--- config.mk ---
export PLATFORM = sky130hd
export DESIGN_NAME = mdu_top
export DESIGN_NICKNAME = d
export VERILOG_FILES = /design/src/pkg/mdu_pkg.sv /design/src/hdl/mdu_engine.sv /design/src/hdl/mdu_top.sv
export SDC_FILE = /design/constraint.sdc
export NUM_CORES = 1
export LEC_CHECK = 0
export BUFFER_PORTS_ARGS = -buffer_cell sky130_fd_sc_hd__buf_2
export CAP_MARGIN = 40
export CORE_MARGIN = 1.5
export CORE_UTILIZATION = 53
export CTS_CLUSTER_SIZE = 8
export DETAILED_ROUTE_END_ITERATION = 8
export MAX_ROUTING_LAYER = met4
export PLACE_DENSITY = 0.77
export SYNTH_ARGS = -nofsm -noshare
export SYNTH_HDL_FRONTEND = slang
export SYNTH_SLANG_ARGS = --single-unit
--- constraint.sdc ---
create_clock -name i_clk -period 4.32 [get_ports i_clk]
set_clock_uncertainty 0.1 [all_clocks]
set_input_delay 0.864 -clock i_clk [delete_from_list [all_inputs] [get_ports i_clk]]
set_output_delay 0.864 -clock i_clk [all_outputs]
set_load 0.005 [all_outputs]
--- src/pkg/mdu_pkg.sv ---
package mdu_pkg;
  // Data word width of the core
  localparam int MDU_W = 16;
  // Iterations of one multiply or divide
  localparam int MDU_STEPS = 16;
  // Register offsets on the software port
  localparam logic [2:0] MDU_OFS_LOW = 3'h0;
  localparam logic [2:0] MDU_OFS_HIGH = 3'h1;
  localparam logic [2:0] MDU_OFS_CTRL = 3'h2;
  localparam logic [2:0] MDU_OFS_STAT = 3'h3;
  localparam logic [2:0] MDU_OFS_MASK = 3'h4;
  // Control register fields
  localparam int MDU_CTL_STEP_LSB = 0;
  localparam int MDU_CTL_INUSE = 4;
  localparam int MDU_CTL_PEND = 5;
  localparam int MDU_CTL_OP_LSB = 6;
  // Status and mask bit positions
  localparam int MDU_EV_DONE = 0;
  localparam int MDU_EV_OVF = 1;
  localparam int MDU_EV_ABORT = 2;
  localparam int MDU_EV_W = 3;
  // Values after reset
  localparam logic [15:0] MDU_RST_WORD = 16'h0000;
  localparam logic [31:0] MDU_RST_ADDR = 32'h0000_0000;
  localparam logic [2:0] MDU_RST_EV = 3'h0;

  // Operations, chosen by the instruction issued
  typedef enum logic [2:0] {
    MDU_MULS, MDU_UNSIGNED_MULTIPLY_INSTR, MDU_DIVS, MDU_DIVU, MDU_DIVLS, MDU_DIVLU
  } mdu_op_t;

  // One issued instruction
  typedef struct packed {
    mdu_op_t op;
    logic [15:0] opa;
    logic [15:0] opb;
    logic [31:0] addr;
  } mdu_cmd_t;

  // Signed variants
  function automatic logic mdu_is_signed(input mdu_op_t op);
    return op == MDU_MULS || op == MDU_DIVS || op == MDU_DIVLS;
  endfunction

  // Divide variants
  function automatic logic mdu_is_div(input mdu_op_t op);
    return op != MDU_MULS && op != MDU_UNSIGNED_MULTIPLY_INSTR;
  endfunction

  // Magnitude of a word, signed or not
  function automatic logic [15:0] mdu_mag16(input logic [15:0] v,
                                            input logic sgn);
    return (sgn && v[15]) ? 16'(-v) : v;
  endfunction
endpackage

--- src/hdl/mdu_engine.sv ---
`timescale 1ns/100ps
module mdu_engine
#(
  parameter int STEPS = mdu_pkg::MDU_STEPS
)
(
  input wire logic i_clk,                // Core clock
  input wire logic i_rst,                // Sync reset
  input wire logic i_start,              // Fresh start pulse
  input wire logic i_resume,             // Resume pulse
  input wire logic i_halt,               // Freeze for interrupt
  input wire logic [3:0] i_step,         // Step to resume at
  input wire mdu_pkg::mdu_op_t i_op,     // Operation
  input wire logic [31:0] i_md,          // Result register contents
  input wire logic [15:0] i_opa,         // Multiplicand
  input wire logic [15:0] i_opb,         // Multiplier or divisor
  output logic o_done,                   // Finished pulse
  output logic o_ovf,                    // Result exceeds 16 bits
  output logic [31:0] o_result,          // Final result
  output logic [3:0] o_step              // Current iteration
);
  import mdu_pkg::*;

  logic run_reg;          // Iterating
  logic [3:0] cnt_reg;    // Iteration index
  logic [32:0] w_reg;     // Partial product or remainder/quotient
  logic [15:0] m_reg;     // Multiplicand or divisor magnitude
  logic div_reg;          // Dividing
  logic sgn_reg;          // Signed variant
  logic negq_reg;         // Negate product or quotient
  logic negr_reg;         // Negate remainder
  logic povf_reg;         // Divide overflow known up front
  logic [32:0] w_next;    // Next partial value
  logic [32:0] sh;        // Shifted partial for divide
  logic [16:0] sum;       // Add step for multiply
  logic [16:0] rem;       // Trial subtract for divide
  logic [31:0] dvd;       // Extended dividend
  logic [31:0] dmag;      // Dividend magnitude
  logic [31:0] fin;       // Final signed result
  logic fovf;             // Final overflow

  // One add-shift or shift-subtract step per cycle
  always_comb
  begin
    sh = {w_reg[31:0], 1'b0};
    sum = w_reg[32:16] + (w_reg[0] ? {1'b0, m_reg} : 17'h0);
    rem = sh[32:16] - {1'b0, m_reg};
    if (div_reg)
    begin
      if (sh[32:16] >= {1'b0, m_reg})
        w_next = {rem, sh[15:1], 1'b1};
      else
        w_next = sh;
    end
    else
      w_next = {1'b0, sum, w_reg[15:1]};
  end

  // Dividend from the result register, widened for short divides
  always_comb
  begin
    if (i_op == MDU_DIVLS || i_op == MDU_DIVLU)
      dvd = i_md;
    else if (mdu_is_signed(i_op))
      dvd = {{16{i_md[15]}}, i_md[15:0]};
    else
      dvd = {16'h0000, i_md[15:0]};
    dmag = (mdu_is_signed(i_op) && dvd[31]) ? 32'(-dvd) : dvd;
  end

  // Sign fix and overflow test on the last partial value
  always_comb
  begin
    fin = w_next[31:0];
    fovf = 1'b0;
    if (div_reg)
    begin
      // (RULE9) quotient low remainder high
      fin[15:0] = negq_reg ? 16'(-w_next[15:0]) : w_next[15:0];
      fin[31:16] = negr_reg ? 16'(-w_next[31:16]) : w_next[31:16];
      fovf = povf_reg | (sgn_reg &
             (negq_reg ? (w_next[15:0] > 16'h8000) : w_next[15]));
    end
    else
    begin
      fin = negq_reg ? 32'(-w_next[31:0]) : w_next[31:0];
      // (RULE6) product wider than word
      fovf = sgn_reg ? (fin[31:16] != {16{fin[15]}})
                     : (fin[31:16] != 16'h0000);
    end
  end

  // Operand load and iteration
  always_ff @(posedge i_clk)
  begin
    if (i_rst)
    begin
      run_reg <= 1'b0;
      cnt_reg <= 4'h0;
      w_reg <= 33'h0;
      m_reg <= 16'h0000;
      div_reg <= 1'b0;
      sgn_reg <= 1'b0;
      negq_reg <= 1'b0;
      negr_reg <= 1'b0;
      povf_reg <= 1'b0;
    end
    else if (i_start)
    begin
      // (RULE5) signed or unsigned magnitudes
      run_reg <= 1'b1;
      cnt_reg <= 4'h0;
      div_reg <= mdu_is_div(i_op);
      sgn_reg <= mdu_is_signed(i_op);
      if (mdu_is_div(i_op))
      begin
        // (RULE8) dividend from result register
        w_reg <= {1'b0, dmag};
        m_reg <= mdu_mag16(i_opb, mdu_is_signed(i_op));
        negq_reg <= mdu_is_signed(i_op) & (dvd[31] ^ i_opb[15]);
        negr_reg <= mdu_is_signed(i_op) & dvd[31];
        povf_reg <= dmag[31:16] >=
                    mdu_mag16(i_opb, mdu_is_signed(i_op));
      end
      else
      begin
        w_reg <= {17'h0, mdu_mag16(i_opb, mdu_is_signed(i_op))};
        m_reg <= mdu_mag16(i_opa, mdu_is_signed(i_op));
        negq_reg <= mdu_is_signed(i_op) & (i_opa[15] ^ i_opb[15]);
        negr_reg <= 1'b0;
        povf_reg <= 1'b0;
      end
    end
    else if (i_resume)
    begin
      // Partial value was kept; step comes back from control
      run_reg <= 1'b1;
      cnt_reg <= i_step;
    end
    else if (run_reg && !i_halt)
    begin
      // (RULE1) iterative multi-cycle steps
      w_reg <= w_next;
      cnt_reg <= cnt_reg + 4'h1;
      if (cnt_reg == 4'(STEPS - 1))
        run_reg <= 1'b0;
    end
    else if (i_halt)
      run_reg <= 1'b0;
  end

  // Finished result, one pulse after the last step
  always_ff @(posedge i_clk)
  begin
    if (i_rst)
    begin
      o_done <= 1'b0;
      o_ovf <= 1'b0;
      o_result <= 32'h0000_0000;
    end
    else
    begin
      o_done <= run_reg && !i_halt && !i_start && !i_resume &&
                cnt_reg == 4'(STEPS - 1);
      if (run_reg && !i_halt && cnt_reg == 4'(STEPS - 1))
      begin
        o_result <= fin;
        o_ovf <= fovf;
      end
    end
  end

  assign o_step = cnt_reg;
endmodule

--- src/hdl/mdu_top.sv ---
`timescale 1ns/100ps
// How it works
// (RULE1) Iterative multi-cycle multiply and divide
// (RULE2) Results in 32-bit register, two halves
// (RULE3) In-use set on half write or start
// (RULE4) In-use cleared on low half read
// (RULE5) Signed and unsigned variants per instruction
// (RULE6) Overflow flag when result exceeds 16 bits
// (RULE7) Software reads high half before low
// (RULE8) Dividend from result register; divisor from core
// (RULE9) Quotient low half, remainder high half
// (RULE10) Interrupt mid-op saves address, sets restart flag
// (RULE11) Return tests restart flag, refetches instruction
// (RULE12) Control register keeps resume information
// (RULE13) Software clears control before fresh operation
// (RULE14) Results and overflow change only at end
module mdu_top
#(
  parameter int STEPS = mdu_pkg::MDU_STEPS
)
(
  input wire logic i_clk,                 // Core clock
  input wire logic i_rst,                 // Sync reset, high
  input wire logic [2:0] i_addr,          // Register address
  input wire logic [15:0] i_wdata,        // Write data
  input wire logic i_wr,                  // Write strobe
  input wire logic i_rd,                  // Read strobe
  output logic [15:0] o_rdata,            // Read data, next cycle
  input wire logic i_cmd_valid,           // Instruction issued
  input wire mdu_pkg::mdu_cmd_t i_cmd,    // Instruction and operands
  output logic o_busy,                    // Operation in progress
  output logic o_done,                    // Operation finished pulse
  output logic o_ovf_flag,                // Overflow status flag
  output logic o_in_use,                  // Result register in use
  input wire logic i_irq_take,            // Core takes an interrupt
  output logic o_abort,                   // Operation halted pulse
  output logic o_restart_flag,            // Restart flag for status
  output logic [31:0] o_ret_addr,         // Address to push
  input wire logic i_return_from_interrupt,                // Return from interrupt
  input wire logic i_return_from_interrupt_restart,        // Popped restart flag
  input wire logic [31:0] i_return_from_interrupt_addr,    // Popped return address
  output logic o_refetch,                 // Refetch pulse
  output logic [31:0] o_refetch_addr,     // Address to refetch
  output logic o_irq                      // Interrupt request level
);
  import mdu_pkg::*;

  // Result register halves
  logic [15:0] low_reg;
  logic [15:0] high_reg;
  // Control register state
  logic in_use_reg;
  logic pend_reg;
  logic [3:0] step_reg;
  mdu_op_t op_reg;
  // Address of the running instruction
  logic [31:0] cur_addr_reg;
  // Sticky events and their mask
  logic [MDU_EV_W-1:0] stat_reg;
  logic [MDU_EV_W-1:0] mask_reg;
  logic [MDU_EV_W-1:0] stat_next;
  logic [MDU_EV_W-1:0] ev_set;
  // Decoded strobes
  logic wr_low;
  logic wr_high;
  logic wr_ctrl;
  logic rd_low;
  // Command handling
  logic accept;
  logic resume;
  logic start;
  logic abort;
  // Engine outputs
  logic eng_done;
  logic eng_ovf;
  logic [31:0] eng_result;
  logic [3:0] eng_step;

  // Register strobe decode
  always_comb
  begin
    wr_low = i_wr && i_addr == MDU_OFS_LOW;
    wr_high = i_wr && i_addr == MDU_OFS_HIGH;
    wr_ctrl = i_wr && i_addr == MDU_OFS_CTRL;
    rd_low = i_rd && i_addr == MDU_OFS_LOW;
  end

  // Commands are refused while an operation runs
  always_comb
  begin
    accept = i_cmd_valid && !o_busy;
    // (RULE12) resume only the same pending operation
    resume = accept && pend_reg && op_reg == i_cmd.op;
    // (RULE13) cleared control means fresh start
    start = accept && !resume;
    // A finishing operation is not aborted
    abort = i_irq_take && o_busy && !eng_done;
  end

  // Iterative datapath
  mdu_engine #(
    .STEPS(STEPS)
  ) u_engine (
    .i_clk(i_clk),
    .i_rst(i_rst),
    .i_start(start),
    .i_resume(resume),
    .i_halt(abort),
    .i_step(step_reg),
    .i_op(i_cmd.op),
    .i_md({high_reg, low_reg}),
    .i_opa(i_cmd.opa),
    .i_opb(i_cmd.opb),
    .o_done(eng_done),
    .o_ovf(eng_ovf),
    .o_result(eng_result),
    .o_step(eng_step)
  );

  // Result register halves
  always_ff @(posedge i_clk)
  begin
    if (i_rst)
    begin
      low_reg <= MDU_RST_WORD;
      high_reg <= MDU_RST_WORD;
    end
    else if (eng_done)
    begin
      // (RULE14) update only at completion
      // (RULE2) result into both halves
      low_reg <= eng_result[15:0];
      high_reg <= eng_result[31:16];
    end
    else
    begin
      // Software loads, e.g. a dividend before a divide
      if (wr_low)
        low_reg <= i_wdata;
      if (wr_high)
        high_reg <= i_wdata;
    end
  end

  // In-use flag: a set in the same cycle as a clear wins
  always_ff @(posedge i_clk)
  begin
    if (i_rst)
      in_use_reg <= 1'b0;
    // (RULE3) half written or op started
    else if (wr_low || wr_high || accept)
      in_use_reg <= 1'b1;
    // (RULE4) low half read clears
    else if (rd_low)
      in_use_reg <= 1'b0;
    else if (wr_ctrl)
      in_use_reg <= i_wdata[MDU_CTL_INUSE];
  end

  // Resume information in the control register
  always_ff @(posedge i_clk)
  begin
    if (i_rst)
    begin
      pend_reg <= 1'b0;
      step_reg <= 4'h0;
      op_reg <= MDU_MULS;
    end
    else if (abort)
    begin
      // (RULE12) keep op and step for re-execution
      pend_reg <= 1'b1;
      step_reg <= eng_step;
    end
    else if (accept)
    begin
      pend_reg <= 1'b0;
      op_reg <= i_cmd.op;
    end
    else if (wr_ctrl)
    begin
      // Restoring a saved word brings a halted op back
      pend_reg <= i_wdata[MDU_CTL_PEND];
      step_reg <= i_wdata[MDU_CTL_STEP_LSB +: 4];
      op_reg <= mdu_op_t'(i_wdata[MDU_CTL_OP_LSB +: 3]);
    end
  end

  // Busy and completion toward the core
  always_ff @(posedge i_clk)
  begin
    if (i_rst)
    begin
      o_busy <= 1'b0;
      o_done <= 1'b0;
      cur_addr_reg <= MDU_RST_ADDR;
    end
    else
    begin
      o_done <= eng_done;
      if (accept)
      begin
        o_busy <= 1'b1;
        cur_addr_reg <= i_cmd.addr;
      end
      else if (eng_done || abort)
        o_busy <= 1'b0;
    end
  end

  // Overflow flag follows the last completed operation
  always_ff @(posedge i_clk)
  begin
    if (i_rst)
      o_ovf_flag <= 1'b0;
    // (RULE6) flag taken at completion
    else if (eng_done)
      o_ovf_flag <= eng_ovf;
  end

  // Interrupt entry while an operation runs
  always_ff @(posedge i_clk)
  begin
    if (i_rst)
    begin
      o_abort <= 1'b0;
      o_restart_flag <= 1'b0;
      o_ret_addr <= MDU_RST_ADDR;
    end
    else
    begin
      o_abort <= abort;
      if (abort)
      begin
        // (RULE10) push address, set restart
        o_restart_flag <= 1'b1;
        o_ret_addr <= cur_addr_reg;
      end
      else if (i_return_from_interrupt || accept)
        o_restart_flag <= 1'b0;
    end
  end

  // Return from interrupt: the popped flag decides a refetch
  always_ff @(posedge i_clk)
  begin
    if (i_rst)
    begin
      o_refetch <= 1'b0;
      o_refetch_addr <= MDU_RST_ADDR;
    end
    else
    begin
      // (RULE11) test flag before status restore
      o_refetch <= i_return_from_interrupt && i_return_from_interrupt_restart;
      if (i_return_from_interrupt && i_return_from_interrupt_restart)
        o_refetch_addr <= i_return_from_interrupt_addr;
    end
  end

  // Event sources and write-one-to-clear, set winning
  always_comb
  begin
    ev_set = '0;
    ev_set[MDU_EV_DONE] = eng_done;
    ev_set[MDU_EV_OVF] = eng_done && eng_ovf;
    ev_set[MDU_EV_ABORT] = abort;
    stat_next = stat_reg;
    if (i_wr && i_addr == MDU_OFS_STAT)
      stat_next = stat_reg & ~i_wdata[MDU_EV_W-1:0];
    stat_next = stat_next | ev_set;
  end

  // Status and mask registers
  always_ff @(posedge i_clk)
  begin
    if (i_rst)
    begin
      stat_reg <= MDU_RST_EV;
      mask_reg <= MDU_RST_EV;
    end
    else
    begin
      stat_reg <= stat_next;
      if (i_wr && i_addr == MDU_OFS_MASK)
        mask_reg <= i_wdata[MDU_EV_W-1:0];
    end
  end

  // Interrupt level, one cycle behind the status bits
  always_ff @(posedge i_clk)
  begin
    if (i_rst)
      o_irq <= 1'b0;
    else
      o_irq <= |(stat_reg & mask_reg);
  end

  // In-use mirrored for bit tests by the core
  always_ff @(posedge i_clk)
  begin
    if (i_rst)
      o_in_use <= 1'b0;
    else if (wr_low || wr_high || accept)
      o_in_use <= 1'b1;
    else if (rd_low)
      o_in_use <= 1'b0;
    else if (wr_ctrl)
      o_in_use <= i_wdata[MDU_CTL_INUSE];
  end

  // Read data stand only in the cycle after the strobe
  always_ff @(posedge i_clk)
  begin
    if (i_rst)
      o_rdata <= MDU_RST_WORD;
    else if (i_rd)
    begin
      unique case (i_addr)
        MDU_OFS_LOW:
          o_rdata <= low_reg;
        // (RULE7) read first, in-use still set
        MDU_OFS_HIGH:
          o_rdata <= high_reg;
        MDU_OFS_CTRL:
        begin
          o_rdata <= MDU_RST_WORD;
          o_rdata[MDU_CTL_STEP_LSB +: 4] <= step_reg;
          o_rdata[MDU_CTL_INUSE] <= in_use_reg;
          o_rdata[MDU_CTL_PEND] <= pend_reg;
          o_rdata[MDU_CTL_OP_LSB +: 3] <= op_reg;
        end
        MDU_OFS_STAT:
          o_rdata <= {13'h0, stat_reg};
        MDU_OFS_MASK:
          o_rdata <= {13'h0, mask_reg};
        // Unmapped addresses read as zero
        default:
          o_rdata <= MDU_RST_WORD;
      endcase
    end
    else
      o_rdata <= MDU_RST_WORD;
  end
endmodule

; ---- Word-level counts from Yosys, hierarchy flattened
; Cells that the tools add are included.
[classes]
reduce_logical = 57
bitwise = 13
eq_ne = 14
shift = 0
n_mul = 0
magnitude_cmp = 3
n_addsub = 9
n_mux = 51
div = 0
[ops]
columns = op, count
row1 = 32-bit 2-to-1 mux, 6
row2 = 33-bit 2-to-1 mux, 5
row3 = 16-bit 2-to-1 mux, 10
row4 = 16-bit one-hot mux with 5 select lines, 1
row5 = 16-bit negation, 4
row6 = 32-bit negation, 2
row7 = 1-bit logical AND, 23
row8 = 1-bit 2-to-1 mux, 21
row9 = 4-bit 2-to-1 mux, 5
row10 = 17-bit adder, 1
row11 = 17-bit by 16-bit greater-or-equal comparator with 1-bit output, 1
row12 = 17-bit by 16-bit subtractor with 17-bit output, 1
row13 = 16-bit greater-or-equal comparator, 1
row14 = 16-bit > comparator (second input constant), 1
row15 = 16-bit inequality test, 1
row16 = 16-bit nonzero test, 1
row17 = 2-bit nonzero test, 8
row18 = 3-bit by 2-bit == test with 1-bit output (second input constant), 3
row19 = 3-bit == test (second input constant), 3
row20 = 3-bit 2-to-1 mux, 3
row21 = 3-bit nonzero test, 3
row22 = 2-bit AND reduction, 4
row23 = 1-bit logical OR, 7
row24 = 3-bit bitwise AND, 2
row25 = 18 further kinds, 30
[totals]
ram_bits = 0
output_inout_bits = 88
mem_count = 0
romBits = 0
inputBits = 126
elab_cells = 178
reg_bits = 259
latchBits = 0

; ---- Longest topological paths before layout
; Gate-level depths: netlist (run 1).
[logic_depth]
ltp_word = 10
mapped_depth = 22
mapped_depth_nobuf = 22

; ---- Hierarchy
; From an unflattened synthesis (run 1), not the netlist that was laid out.
[unflattened]
hier_cells = 2127
area_unflattened_um2 = 16092.9
[by_module_without_submodules]
columns = module, cells_per_inst, instances, seq_area_each_um2, area_each_um2
row1 = mdu_engine, 1360, 1, 1861.8, 9645.5
row2 = mdu_top, 767, 1, 3323.2, 6447.4

; ---- Worst setup path before layout (run 1)
; No wires, ideal clock.
[synth_timing]
path_kind = input to register
startpoint = input i_cmd[66] (netlist bit)
endpoint = register u_engine.povf_reg
required_time_ps = 4103
path_slack_ps = -391
n_path_buf = 3
setup_ps = 117
stages = 22
arrival_time_ps = 4495
path_cell_list = clkbuf_1 -> nor2b_1 -> clkbuf_1 -> a21oi_1 -> nor2b_1 -> clkbuf_1 -> o21ai_0 -> or3_1 -> a21oi_1 -> ha_1 -> a21o_1 -> a21o_1 -> a21o_1 -> a21o_1 -> a21o_1 -> a21o_1 -> a21o_1 -> a21oi_1 -> nor2b_1 -> o21ai_0 -> a21oi_1 -> a22o_1
[synth_between]
elab_chain_len = 9
word_cells_on_any_way = 23
cone_classes = 1 x add/sub / 1 x order compare / 5 x eq/ne / 5 x mux / 11 x reduce/logical
[synth_rtl]
columns = item, line_no
row1 = from (decl), mdu_top.sv:30  ; input wire mdu_pkg::mdu_cmd_t i_cmd,
row2 = 3-bit by 2-bit == test with 1-bit output or 3-bit zero test (tied branches), mdu_pkg.sv:42  ; return op == MDU_MULS || op == MDU_DIVS || op == MDU_DIVLS;
row3 = 1-bit logical OR (2 in a row), mdu_pkg.sv:42
row4 = 32-bit 2-to-1 mux, mdu_engine.sv:64  ; else if (mdu_is_signed(i_op))
row5 = 32-bit 2-to-1 mux, mdu_engine.sv:62  ; if (i_op == MDU_DIVLS || i_op == MDU_DIVLU)
row6 = 32-bit negation or 1-bit logical AND (tied branches), mdu_engine.sv:68  ; dmag = (mdu_is_signed(i_op) && dvd[31]) ? 32'(-dvd) : dvd;
row7 = 32-bit 2-to-1 mux, mdu_engine.sv:68
row8 = 16-bit greater-or-equal comparator, mdu_engine.sv:122  ; povf_reg <= dmag[31:16] >=
row9 = 1-bit 2-to-1 mux, mdu_engine.sv:115  ; if (mdu_is_div(i_op))
row10 = to (signal assigned), mdu_engine.sv:122
row11 = to (decl), mdu_engine.sv:32  ; logic povf_reg;
; Several ways; a longest one is shown, not always the timed one.
; A chain may end at the register's enable or synchronous reset.

; ---- Worst setup path after layout (run 1)
[layout_timing]
startpoint = register u_engine.m_reg[13]
endpoint = register u_engine.o_ovf
[layout_between]
elab_chain_len = 8
word_cells_on_any_way = 16
cone_classes = 3 x add/sub / 2 x order compare / 1 x eq/ne / 7 x mux / 2 x bitwise / 1 x reduce/logical
[layout_rtl]
columns = item, line_no
row1 = from (decl), mdu_engine.sv:27  ; logic [15:0] m_reg;
row2 = from (signal assigned), mdu_engine.sv:119  ; m_reg <= mdu_mag16(i_opb, mdu_is_signed(i_op));
row3 = from (signal assigned), mdu_engine.sv:128  ; m_reg <= mdu_mag16(i_opa, mdu_is_signed(i_op));
row4 = "16-bit 2-to-1 mux, or another cell as far along", mdu_engine.sv:46  ; sum = w_reg[32:16] + (w_reg[0] ? {1'b0, m_reg} : 17'h0);
row5 = 17-bit adder or 33-bit 2-to-1 mux (tied branches), "mdu_engine.sv:46, mdu_engine.sv:50"
row6 = 33-bit 2-to-1 mux *, mdu_engine.sv:48  ; if (div_reg)
row7 = 32-bit negation or 16-bit > comparator (tied branches), "mdu_engine.sv:86, mdu_engine.sv:82"
row8 = 32-bit 2-to-1 mux or 1-bit 2-to-1 mux (tied branches), "mdu_engine.sv:86, mdu_engine.sv:82"
row9 = "16-bit inequality test, or another cell as far along", mdu_engine.sv:88  ; fovf = sgn_reg ? (fin[31:16] != {16{fin[15]}})
row10 = 1-bit 2-to-1 mux or 1-bit OR (tied branches), "mdu_engine.sv:88, mdu_engine.sv:81"
row11 = 1-bit 2-to-1 mux *, mdu_engine.sv:76  ; if (div_reg)
row12 = to (signal assigned), mdu_engine.sv:168  ; o_ovf <= fovf;
row13 = to (decl), mdu_engine.sv:18  ; output logic o_ovf,
; Mark *: on every way between the ends. The rest lies on a longest branch, timed or not.

==> results of run 1 <==
==> metal layers <==
metal  wire, microns  share of wire (%)  vias to the layer above
met2           26600                 45                      945
li1                -                  -                     8283
met3            6340                 11                      126
met1           24500                 41                     8352
met5               0                  0                        -
met4            1780                3.0                        0
==> critical path, stage by stage (launching register included) <==
cell      delay [ns]
dfxtp_2         0.33
inv_1           0.05
ha_1            0.22
a21o_1          0.21
a211o_1         0.29
or3_4           0.40
o32a_4          0.39
inv_4           0.08
ha_4            0.14
nand2_4         0.05
nor3_4          0.18
nand2_4         0.10
nor4_4          0.24
a21o_1          0.19
xor2_1          0.14
nand2_1         0.09
buf_4           0.15
buf_4           0.12
buf_4           0.12
a211oi_1        0.24
nand4_1         0.17
nand3_1         0.13
nand3_1         0.08
==> power by group through the flow <==
stage | Clock (mW) | Combinational, mW | Sequential, mW
after floorplan | 0 | 1.25 | 2.59
after global placement | 0 | 2.10 | 2.60
after detailed placement | 0 | 2.13 | 2.61
after CTS | 2.67 | 2.23 | 2.56
after global routing | 2.78 | 2.52 | 2.58
final | 2.64 | 2.38 | 2.57
==> cell type report <==
cell class	count	area (sq um)
inverter	53	201
sequential	259	5190
timing repair buffer	468	3050
clock buffer	42	976
clock inverter	3	62.6
tap	390	488
multi-input combinational	1703	10700
fill	2525	9150
==> cells by family (layout without fill, tap and decap cells) <==
logic type               after synthesis  count (layout)  synth area share, %
AO/OA/AOI/OAI                        588             588                 23.7
multiplexers                          75              75                 4.73
XOR/XNOR                             116             116                 6.29
flip-flops                           259             259                 32.1
adder cells (fa/ha/maj)               56              56                 4.43
AND/OR/NAND/NOR                      868             868                 23.9
buffers and inverters                194             566                 4.86
==> what timing repair did <==
item / in CTS / in global routing
setup endpoints to repair: 6 / 6
buffers inserted: 15 / 7
resized for setup: 41 / 49
pin swaps: 23 / 36
==> per-stage QoR <==
stage | setup TNS [ns] | setup WS [ns] | power, mW | area [sq um] | hold slack [ns]
finish | -0.0254 | -0.0254 | 7.59 | 20700 | 0.347
global route | -0.339 | -0.133 | 7.88 | 20700 | 0.367
CTS | 0 | 0.00646 | 7.46 | 20400 | 0.350
detailed placement | -0.521 | -0.258 | 4.74 | 19000 | 0.343
global placement | -0.397 | -0.199 | 4.70 | 19000 | 0.335
floorplan | -0.0143 | -0.0143 | 3.84 | 16200 | 0.332
==> cell usage in the layout (no fill, tap or decap), types with 25 or more instances in the layout <==
cell type / n
and2_1: 25
a21oi_1: 264
clkbuf_16: 38
a211oi_1: 43
nand2_1: 382
nand3_1: 28
ha_1: 41
buf_4: 249
buf_2: 212
dfxtp_1: 252
xnor2_1: 64
nor2_1: 262
xor2_1: 50
mux2i_1: 63
o21ai_0: 67
o211ai_1: 38
nor3_1: 27
inv_1: 46
==> worst min path at each step <==
| stage | startpoint | end | slack [ns] |
|---|---|---|---|
| after floorplan | u_engine.o_result[13]$_SDFFE_PP0P_ | u_engine.o_result[13]$_SDFFE_PP0P_ | 0.33 |
| after global placement | cur_addr_reg[13]$_SDFFE_PP0P_ | o_ret_addr[13]$_SDFFE_PP0P_ | 0.34 |
| after detailed placement | o_ret_addr[20]$_SDFFE_PP0P_ | o_ret_addr[20]$_SDFFE_PP0P_ | 0.34 |
| after CTS | o_ret_addr[20]$_SDFFE_PP0P_ | o_ret_addr[20]$_SDFFE_PP0P_ | 0.35 |
| after global routing | o_ret_addr[20]$_SDFFE_PP0P_ | o_ret_addr[20]$_SDFFE_PP0P_ | 0.37 |
| final | cur_addr_reg[25]$_SDFFE_PP0P_ | o_ret_addr[25]$_SDFFE_PP0P_ | 0.35 |
==> insert_results.sql, run 1 <==
INSERT INTO impl_metrics (metric_group, metric, value, unit) VALUES
('run_status', 'outcome', 'finished with violations', ''),
('run_status', 'violated_checks', 'negative setup slack', ''),
('worst_setup_path', 'r2r_start', 'u_engine.m_reg[13]$_SDFFE_PP0P_', ''),
('yosys', 'synth.ff_latch_count', '259', ''),
('power', 'pwr_density_cell', '367', 'nW/um^2'),
('route', 'detailedRoute.firstIterationViolations', '1789', ''),
('grt', 'first_global_vias', '16000', ''),
('floorplan', 'floorplan.rows', '63', ''),
('route', 'avgRoutedWirePerCell', '20.3', 'microns'),
('grt', 'gr-usage-met2', '56.6', '%'),
('route', 'avgViaCountPerCell', '6.07', ''),
('yosys', 'syn-instance-count', '2156', ''),
('hold_path', 'class_of_the_most_critical_hold_timing_path', 'register to register', ''),
('worst_setup_path', 'required', '4.61', 'ns'),
('final_layout', 'stdcell_count', '2918', ''),
('yosys', 'post_synth_edffs', '0', ''),
('yosys', 'post_synth_most_frequent_cells', 'nand2_1 (385), a21oi_1 (269), nor2_1 (266)', ''),
('placed_design', 'dp.cells', '2851', ''),
('final_layout', 'largest_register_ffs', '33', ''),
('final_layout', 'final_nets', '2705', ''),
('worst_setup_path', 'worstSetupStartpoint', 'u_engine.m_reg[13]$_SDFFE_PP0P_', ''),
('clock_tree', 'ctsHtreeMaxLevel', '2', ''),
('power', 'switching_power', '2.51', 'mW'),
('grt', 'grt_pass1_wl', '89100', 'microns'),
('power', 'seq_power_share', '33.9', '%'),
('clock_tree', 'clkSinkCount', '259', ''),
('timing', 'fin_ws', '-0.0254', 'ns'),
('power', 'combPwrFrac', '31.3', '%'),
('yosys', 'synth_warnings', '0', ''),
('timing', 'worst_slew_pin_slew', '0.783', 'ns'),
('floorplan', 'die_width', '178', 'microns'),
('route', 'iteration_count_of_the_initial_detailed_routing_pass', '9', ''),
('job', 'maxCapViolCount', '0', ''),
('worst_setup_path', 'cp_data_arrival_time', '4.64', 'ns'),
('yosys', 'synth.largest_area_cell', 'dfxtp_1', ''),
('yosys', 'proportion_of_netlist_area_held_by_the_largest_area_contributor', '32.1', '%'),
('clock_tree', 'cts-root-buf', 'clkbuf_16', ''),
('clock_tree', 'clock_latency', '0.53', 'ns'),
('placed_design', 'place_congestion', '1.04', ''),
('worst_setup_path', 'worstSetupPathType', 'register to register', ''),
('clock_tree', 'cts_hold_buf', '0', ''),
('final_layout', 'antenna_diode_count', '0', ''),
('floorplan', 'core', '29800', 'sq um'),
('worst_setup_path', 'kind_of_end_point_of_the_critical_path', 'register', ''),
('power', 'power_leakage', '8.75', 'nW'),
('clock_tree', 'worst_setup_hold_path_clk_slew', '0.05', 'ns'),
('route', 'drt_wl_total', '59300', 'microns'),
('placed_design', 'place_hpwl', '44200', 'microns'),
('final_layout', 'growth_of_design_area_from_synthesis_to_finish', '27.8', '%'),
('route', 'drc', '0', ''),
('placed_design', 'io_buffers', '213', ''),
('route', 'drt.antenna.violating_nets', '0', ''),
('grt', 'grt_use_met3', '7.39', '%'),
('yosys', 'synthesized_netlist_net_count', '2338', ''),
('yosys', 'ys_async_sr_fraction', '0', '%'),
('power', 'power.ir.vdd_worst', '258', 'uV'),
('timing', 'timing_max_transition_violations_final', '0', ''),
('timing', 'timing.slew.headroom', '47.1', '%'),
('timing', 'fmaxAchievable', '230', 'MHz'),
('power', 'swShare', '33.1', '%'),
('hold_path', 'worstHoldPathCells', '2', ''),
('clock_tree', 'numCtsBuffers', '38', ''),
('grt', 'gr-usage-met1', '50.1', '%'),
('timing', 'unrepaired_setup_endpoints_after_global_routing', 'true', ''),
('timing', 'timing.final.setup_violations', '1', ''),
('yosys', 'post-synth-top-count-cell', 'nand2_1', ''),
('floorplan', 'starting_density_of_the_core', '54.2', '%'),
('clock_tree', 'cts_max_path_buffers', '3', ''),
('worst_setup_path', 'cp_max_fo', '4', ''),
('yosys', 'syn_area_per_cell', '7.49', 'sq um'),
('timing', 'hold_viol', '0', '');
(Power assumes the default switching activity.)
==> run 2, diff against run 1 <==
--- a/config.mk
+++ b/config.mk
@@ -16,3 +16,4 @@
 export SYNTH_ARGS = -nofsm -noshare
 export SYNTH_HDL_FRONTEND = slang
 export SYNTH_SLANG_ARGS = --single-unit
+export TNS_END_PERCENT = 1
==> run 2 against run 1 <==
  * Total power barely moved
  * Via count up 0.16%
  * Non-clock buffer count fell by 1
  * The run still ends with negative setup slack left
  * Sequential power barely moved
  * Critical endpoint unchanged
  * Flip-flop and latch count unchanged
==> insert_results.sql, run 2 (synthesis results as in run 1) <==
INSERT INTO impl_metrics (metric_group, metric, value, unit) VALUES
('run_status', 'outcome', 'finished with violations', ''),
('run_status', 'violated_checks', 'negative setup slack', ''),
('floorplan', 'starting_density_of_the_core', '54.2', '%'),
('route', 'detailedRoute.firstIterationViolations', '1829', ''),
('power', 'total_power', '7.59', 'mW'),
('route', 'detailroute.via_count', '17700', ''),
('worst_setup_path', 'kind_of_end_point_of_the_critical_path', 'register', ''),
('clock_tree', 'cts_tree', 'built', ''),
('grt', 'grt_pass1_wl', '89100', 'microns'),
('clock_tree', 'cts_hold_buf', '0', ''),
('placed_design', 'place_hpwl', '44200', 'microns'),
('placed_design', 'post_dp_cell_area', '19000', 'sq um'),
('clock_tree', 'ctsHtreeMaxLevel', '2', ''),
('power', 'pwr_density_cell', '368', 'nW/um^2'),
('route', 'iteration_count_of_the_initial_detailed_routing_pass', '7', ''),
('placed_design', 'io_buffers', '213', ''),
('grt', 'first_global_vias', '16000', ''),
('floorplan', 'floorplan.rows', '63', ''),
('floorplan', 'core', '29800', 'sq um'),
('final_layout', 'growth_of_design_area_from_synthesis_to_finish', '27.8', '%'),
('clock_tree', 'numCtsBuffers', '38', ''),
('job', 'maxCapViolCount', '0', ''),
('route', 'drc', '0', ''),
('timing', 'final.period_utilization', '101', '%'),
('timing', 'unrepaired_setup_endpoints_after_global_routing', 'true', ''),
('worst_setup_path', 'startpoint_type', 'register', ''),
('timing', 'worst_slew_pin_slew', '0.813', 'ns'),
('floorplan', 'boundaryPins', '214', ''),
('clock_tree', 'clkSinkCount', '259', ''),
('final_layout', 'largest_register_ffs', '33', ''),
('route', 'drt.antenna.violating_nets', '0', ''),
('floorplan', 'floorplan.die.height', '178', 'microns'),
('grt', 'grt_start_max_net_pins', '95', ''),
('worst_setup_path', 'worstSetupStartpoint', 'u_engine.m_reg[13]$_SDFFE_PP0P_', ''),
('power', 'power.ir.vdd_worst', '257', 'uV'),
('placed_design', 'place_congestion', '1.04', ''),
('grt', 'grtUsageTotal', '37.2', '%'),
('worst_setup_path', 'cp_data_arrival_time', '4.66', 'ns'),
('hold_path', 'hold_path_startpoint', 'cur_addr_reg[25]$_SDFFE_PP0P_', ''),
('floorplan', 'die_area', '31500', 'sq um'),
('clock_tree', 'cts-root-buf', 'clkbuf_16', ''),
('power', 'power_leakage', '8.74', 'nW'),
('route', 'avgViaCountPerCell', '6.08', ''),
('worst_setup_path', 'worstSetupPathType', 'register to register', ''),
('worst_setup_path', 'r2r_start', 'u_engine.m_reg[13]$_SDFFE_PP0P_', ''),
('timing', 'fin_ws', '-0.0395', 'ns'),
('final_layout', 'post-route-cell-area', '20600', 'sq um'),
('final_layout', 'final_nets', '2704', ''),
('timing', 'hold_viol', '0', ''),
('route', 'drt_wl_total', '59400', 'microns'),
('floorplan', 'die_width', '178', 'microns'),
('final_layout', 'final_core_utilization', '69.3', '%'),
('timing', 'fin_crit', '4.36', 'ns'),
('final_layout', 'post_route_cells_drive_above_1_share', '25.7', '%'),
('clock_tree', 'cts_max_path_buffers', '3', ''),
('timing', 'timing.slew.headroom', '45.8', '%'),
('worst_setup_path', 'cp_max_fo', '4', ''),
('final_layout', 'most_common_cell_after_layout_fill_and_taps_aside', 'nand2_1', ''),
('clock_tree', 'clock_latency', '0.53', 'ns'),
('timing', 'fmaxAchievable', '229', 'MHz'),
('hold_path', 'class_of_the_most_critical_hold_timing_path', 'register to register', ''),
('clock_tree', 'worst_setup_hold_path_clk_slew', '0.05', 'ns'),
('grt', 'global_route.overflow_total', '0', ''),
('grt', 'initial_antenna_violation_count', '0', ''),
('timing', 'timing.final.setup_violations', '1', ''),
('final_layout', 'antenna_diode_count', '0', ''),
('route', 'avgRoutedWirePerCell', '20.3', 'microns'),
('timing', 'timing_max_transition_violations_final', '0', ''),
('worst_setup_path', 'required', '4.62', 'ns'),
('final_layout', 'most-common-layout-cells', 'nand2_1 (382), a21oi_1 (264), nor2_1 (262)', '');
-- run 2: changes by cell type in the layout (fill, tap and decap cells not counted), sizes merged --
| cell | delta |
|---|---|
| buf | -1 |
-- run 2: area by class of cell --
class	instances	area, sq um
Clock buffer	42	976
Clock inverter	3	62.6
Fill cell	2527	9150
Inverter	53	201
Multi-Input combinational cell	1703	10700
Sequential cell	259	5190
Tap cell	390	488
Timing Repair Buffer	467	3040
-- run 2: final timing paths --
kind | to | depth (start not counted) | slack, ns
setup / recovery | u_engine.o_ovf$_SDFFE_PP0P_ | 22 | -0.04
hold / removal | o_ret_addr[25]$_SDFFE_PP0P_ | 2 | 0.35
setup reg to reg | u_engine.o_ovf$_SDFFE_PP0P_ | 22 | -0.04
hold reg to reg | o_ret_addr[25]$_SDFFE_PP0P_ | 2 | 0.35
-- run 2: stage by stage --
stage | TNS, ns | setup slack (ns) | hold WS (ns) | cells
after floorplan | -0.0143 | -0.0143 | 0.332 | 2156
after global placement | -0.397 | -0.199 | 0.335 | 2849
after detailed placement | -0.521 | -0.258 | 0.343 | 2851
after CTS | 0 | 0.00646 | 0.350 | 2911
after global routing | -0.340 | -0.134 | 0.367 | 2917
final | -0.0395 | -0.0395 | 0.347 | 2917
-- run 2: what timing repair did --
| action | in CTS | in global routing |
|---|---|---|
| gates cloned | 0 | 0 |
| resized for setup | 41 | 49 |
| pin swaps | 23 | 36 |
| buffers inserted | 15 | 6 |
| endpoints found under the setup margin | 6 | 6 |
-- run 2: worst max-delay path, stage by stage (launching register included) --
cell,delay (ns)
dfxtp_2,0.33
inv_1,0.05
ha_1,0.22
a21o_1,0.21
a211o_1,0.29
or3_4,0.40
o32a_4,0.39
inv_4,0.08
ha_4,0.14
nand2_4,0.06
nor3_4,0.18
nand2_4,0.11
nor4_4,0.24
a21o_1,0.19
xor2_1,0.14
nand2_1,0.09
buf_4,0.15
buf_4,0.12
buf_4,0.12
a211oi_1,0.25
nand4_1,0.17
nand3_1,0.13
nand3_1,0.08
-- run 2: layer usage --
| layer | global-route usage (%) | vias up | share of wire, % |
|---|---|---|---|
| met5 | - | - | 0 |
| met4 | 10.4 | 0 | 2.8 |
| met3 | 7.39 | 118 | 11 |
| met2 | 56.6 | 954 | 45 |
| met1 | 50.1 | 8375 | 42 |
| li1 | - | 8287 | - |
-- run 2: power breakdown --
| part | switching, mW | internal, mW |
|---|---|---|
| clock | 1.05 | 1.59 |
| sequential | 0.0841 | 2.49 |
| combinational | 1.38 | 0.999 |
| total | 2.51 | 5.08 |
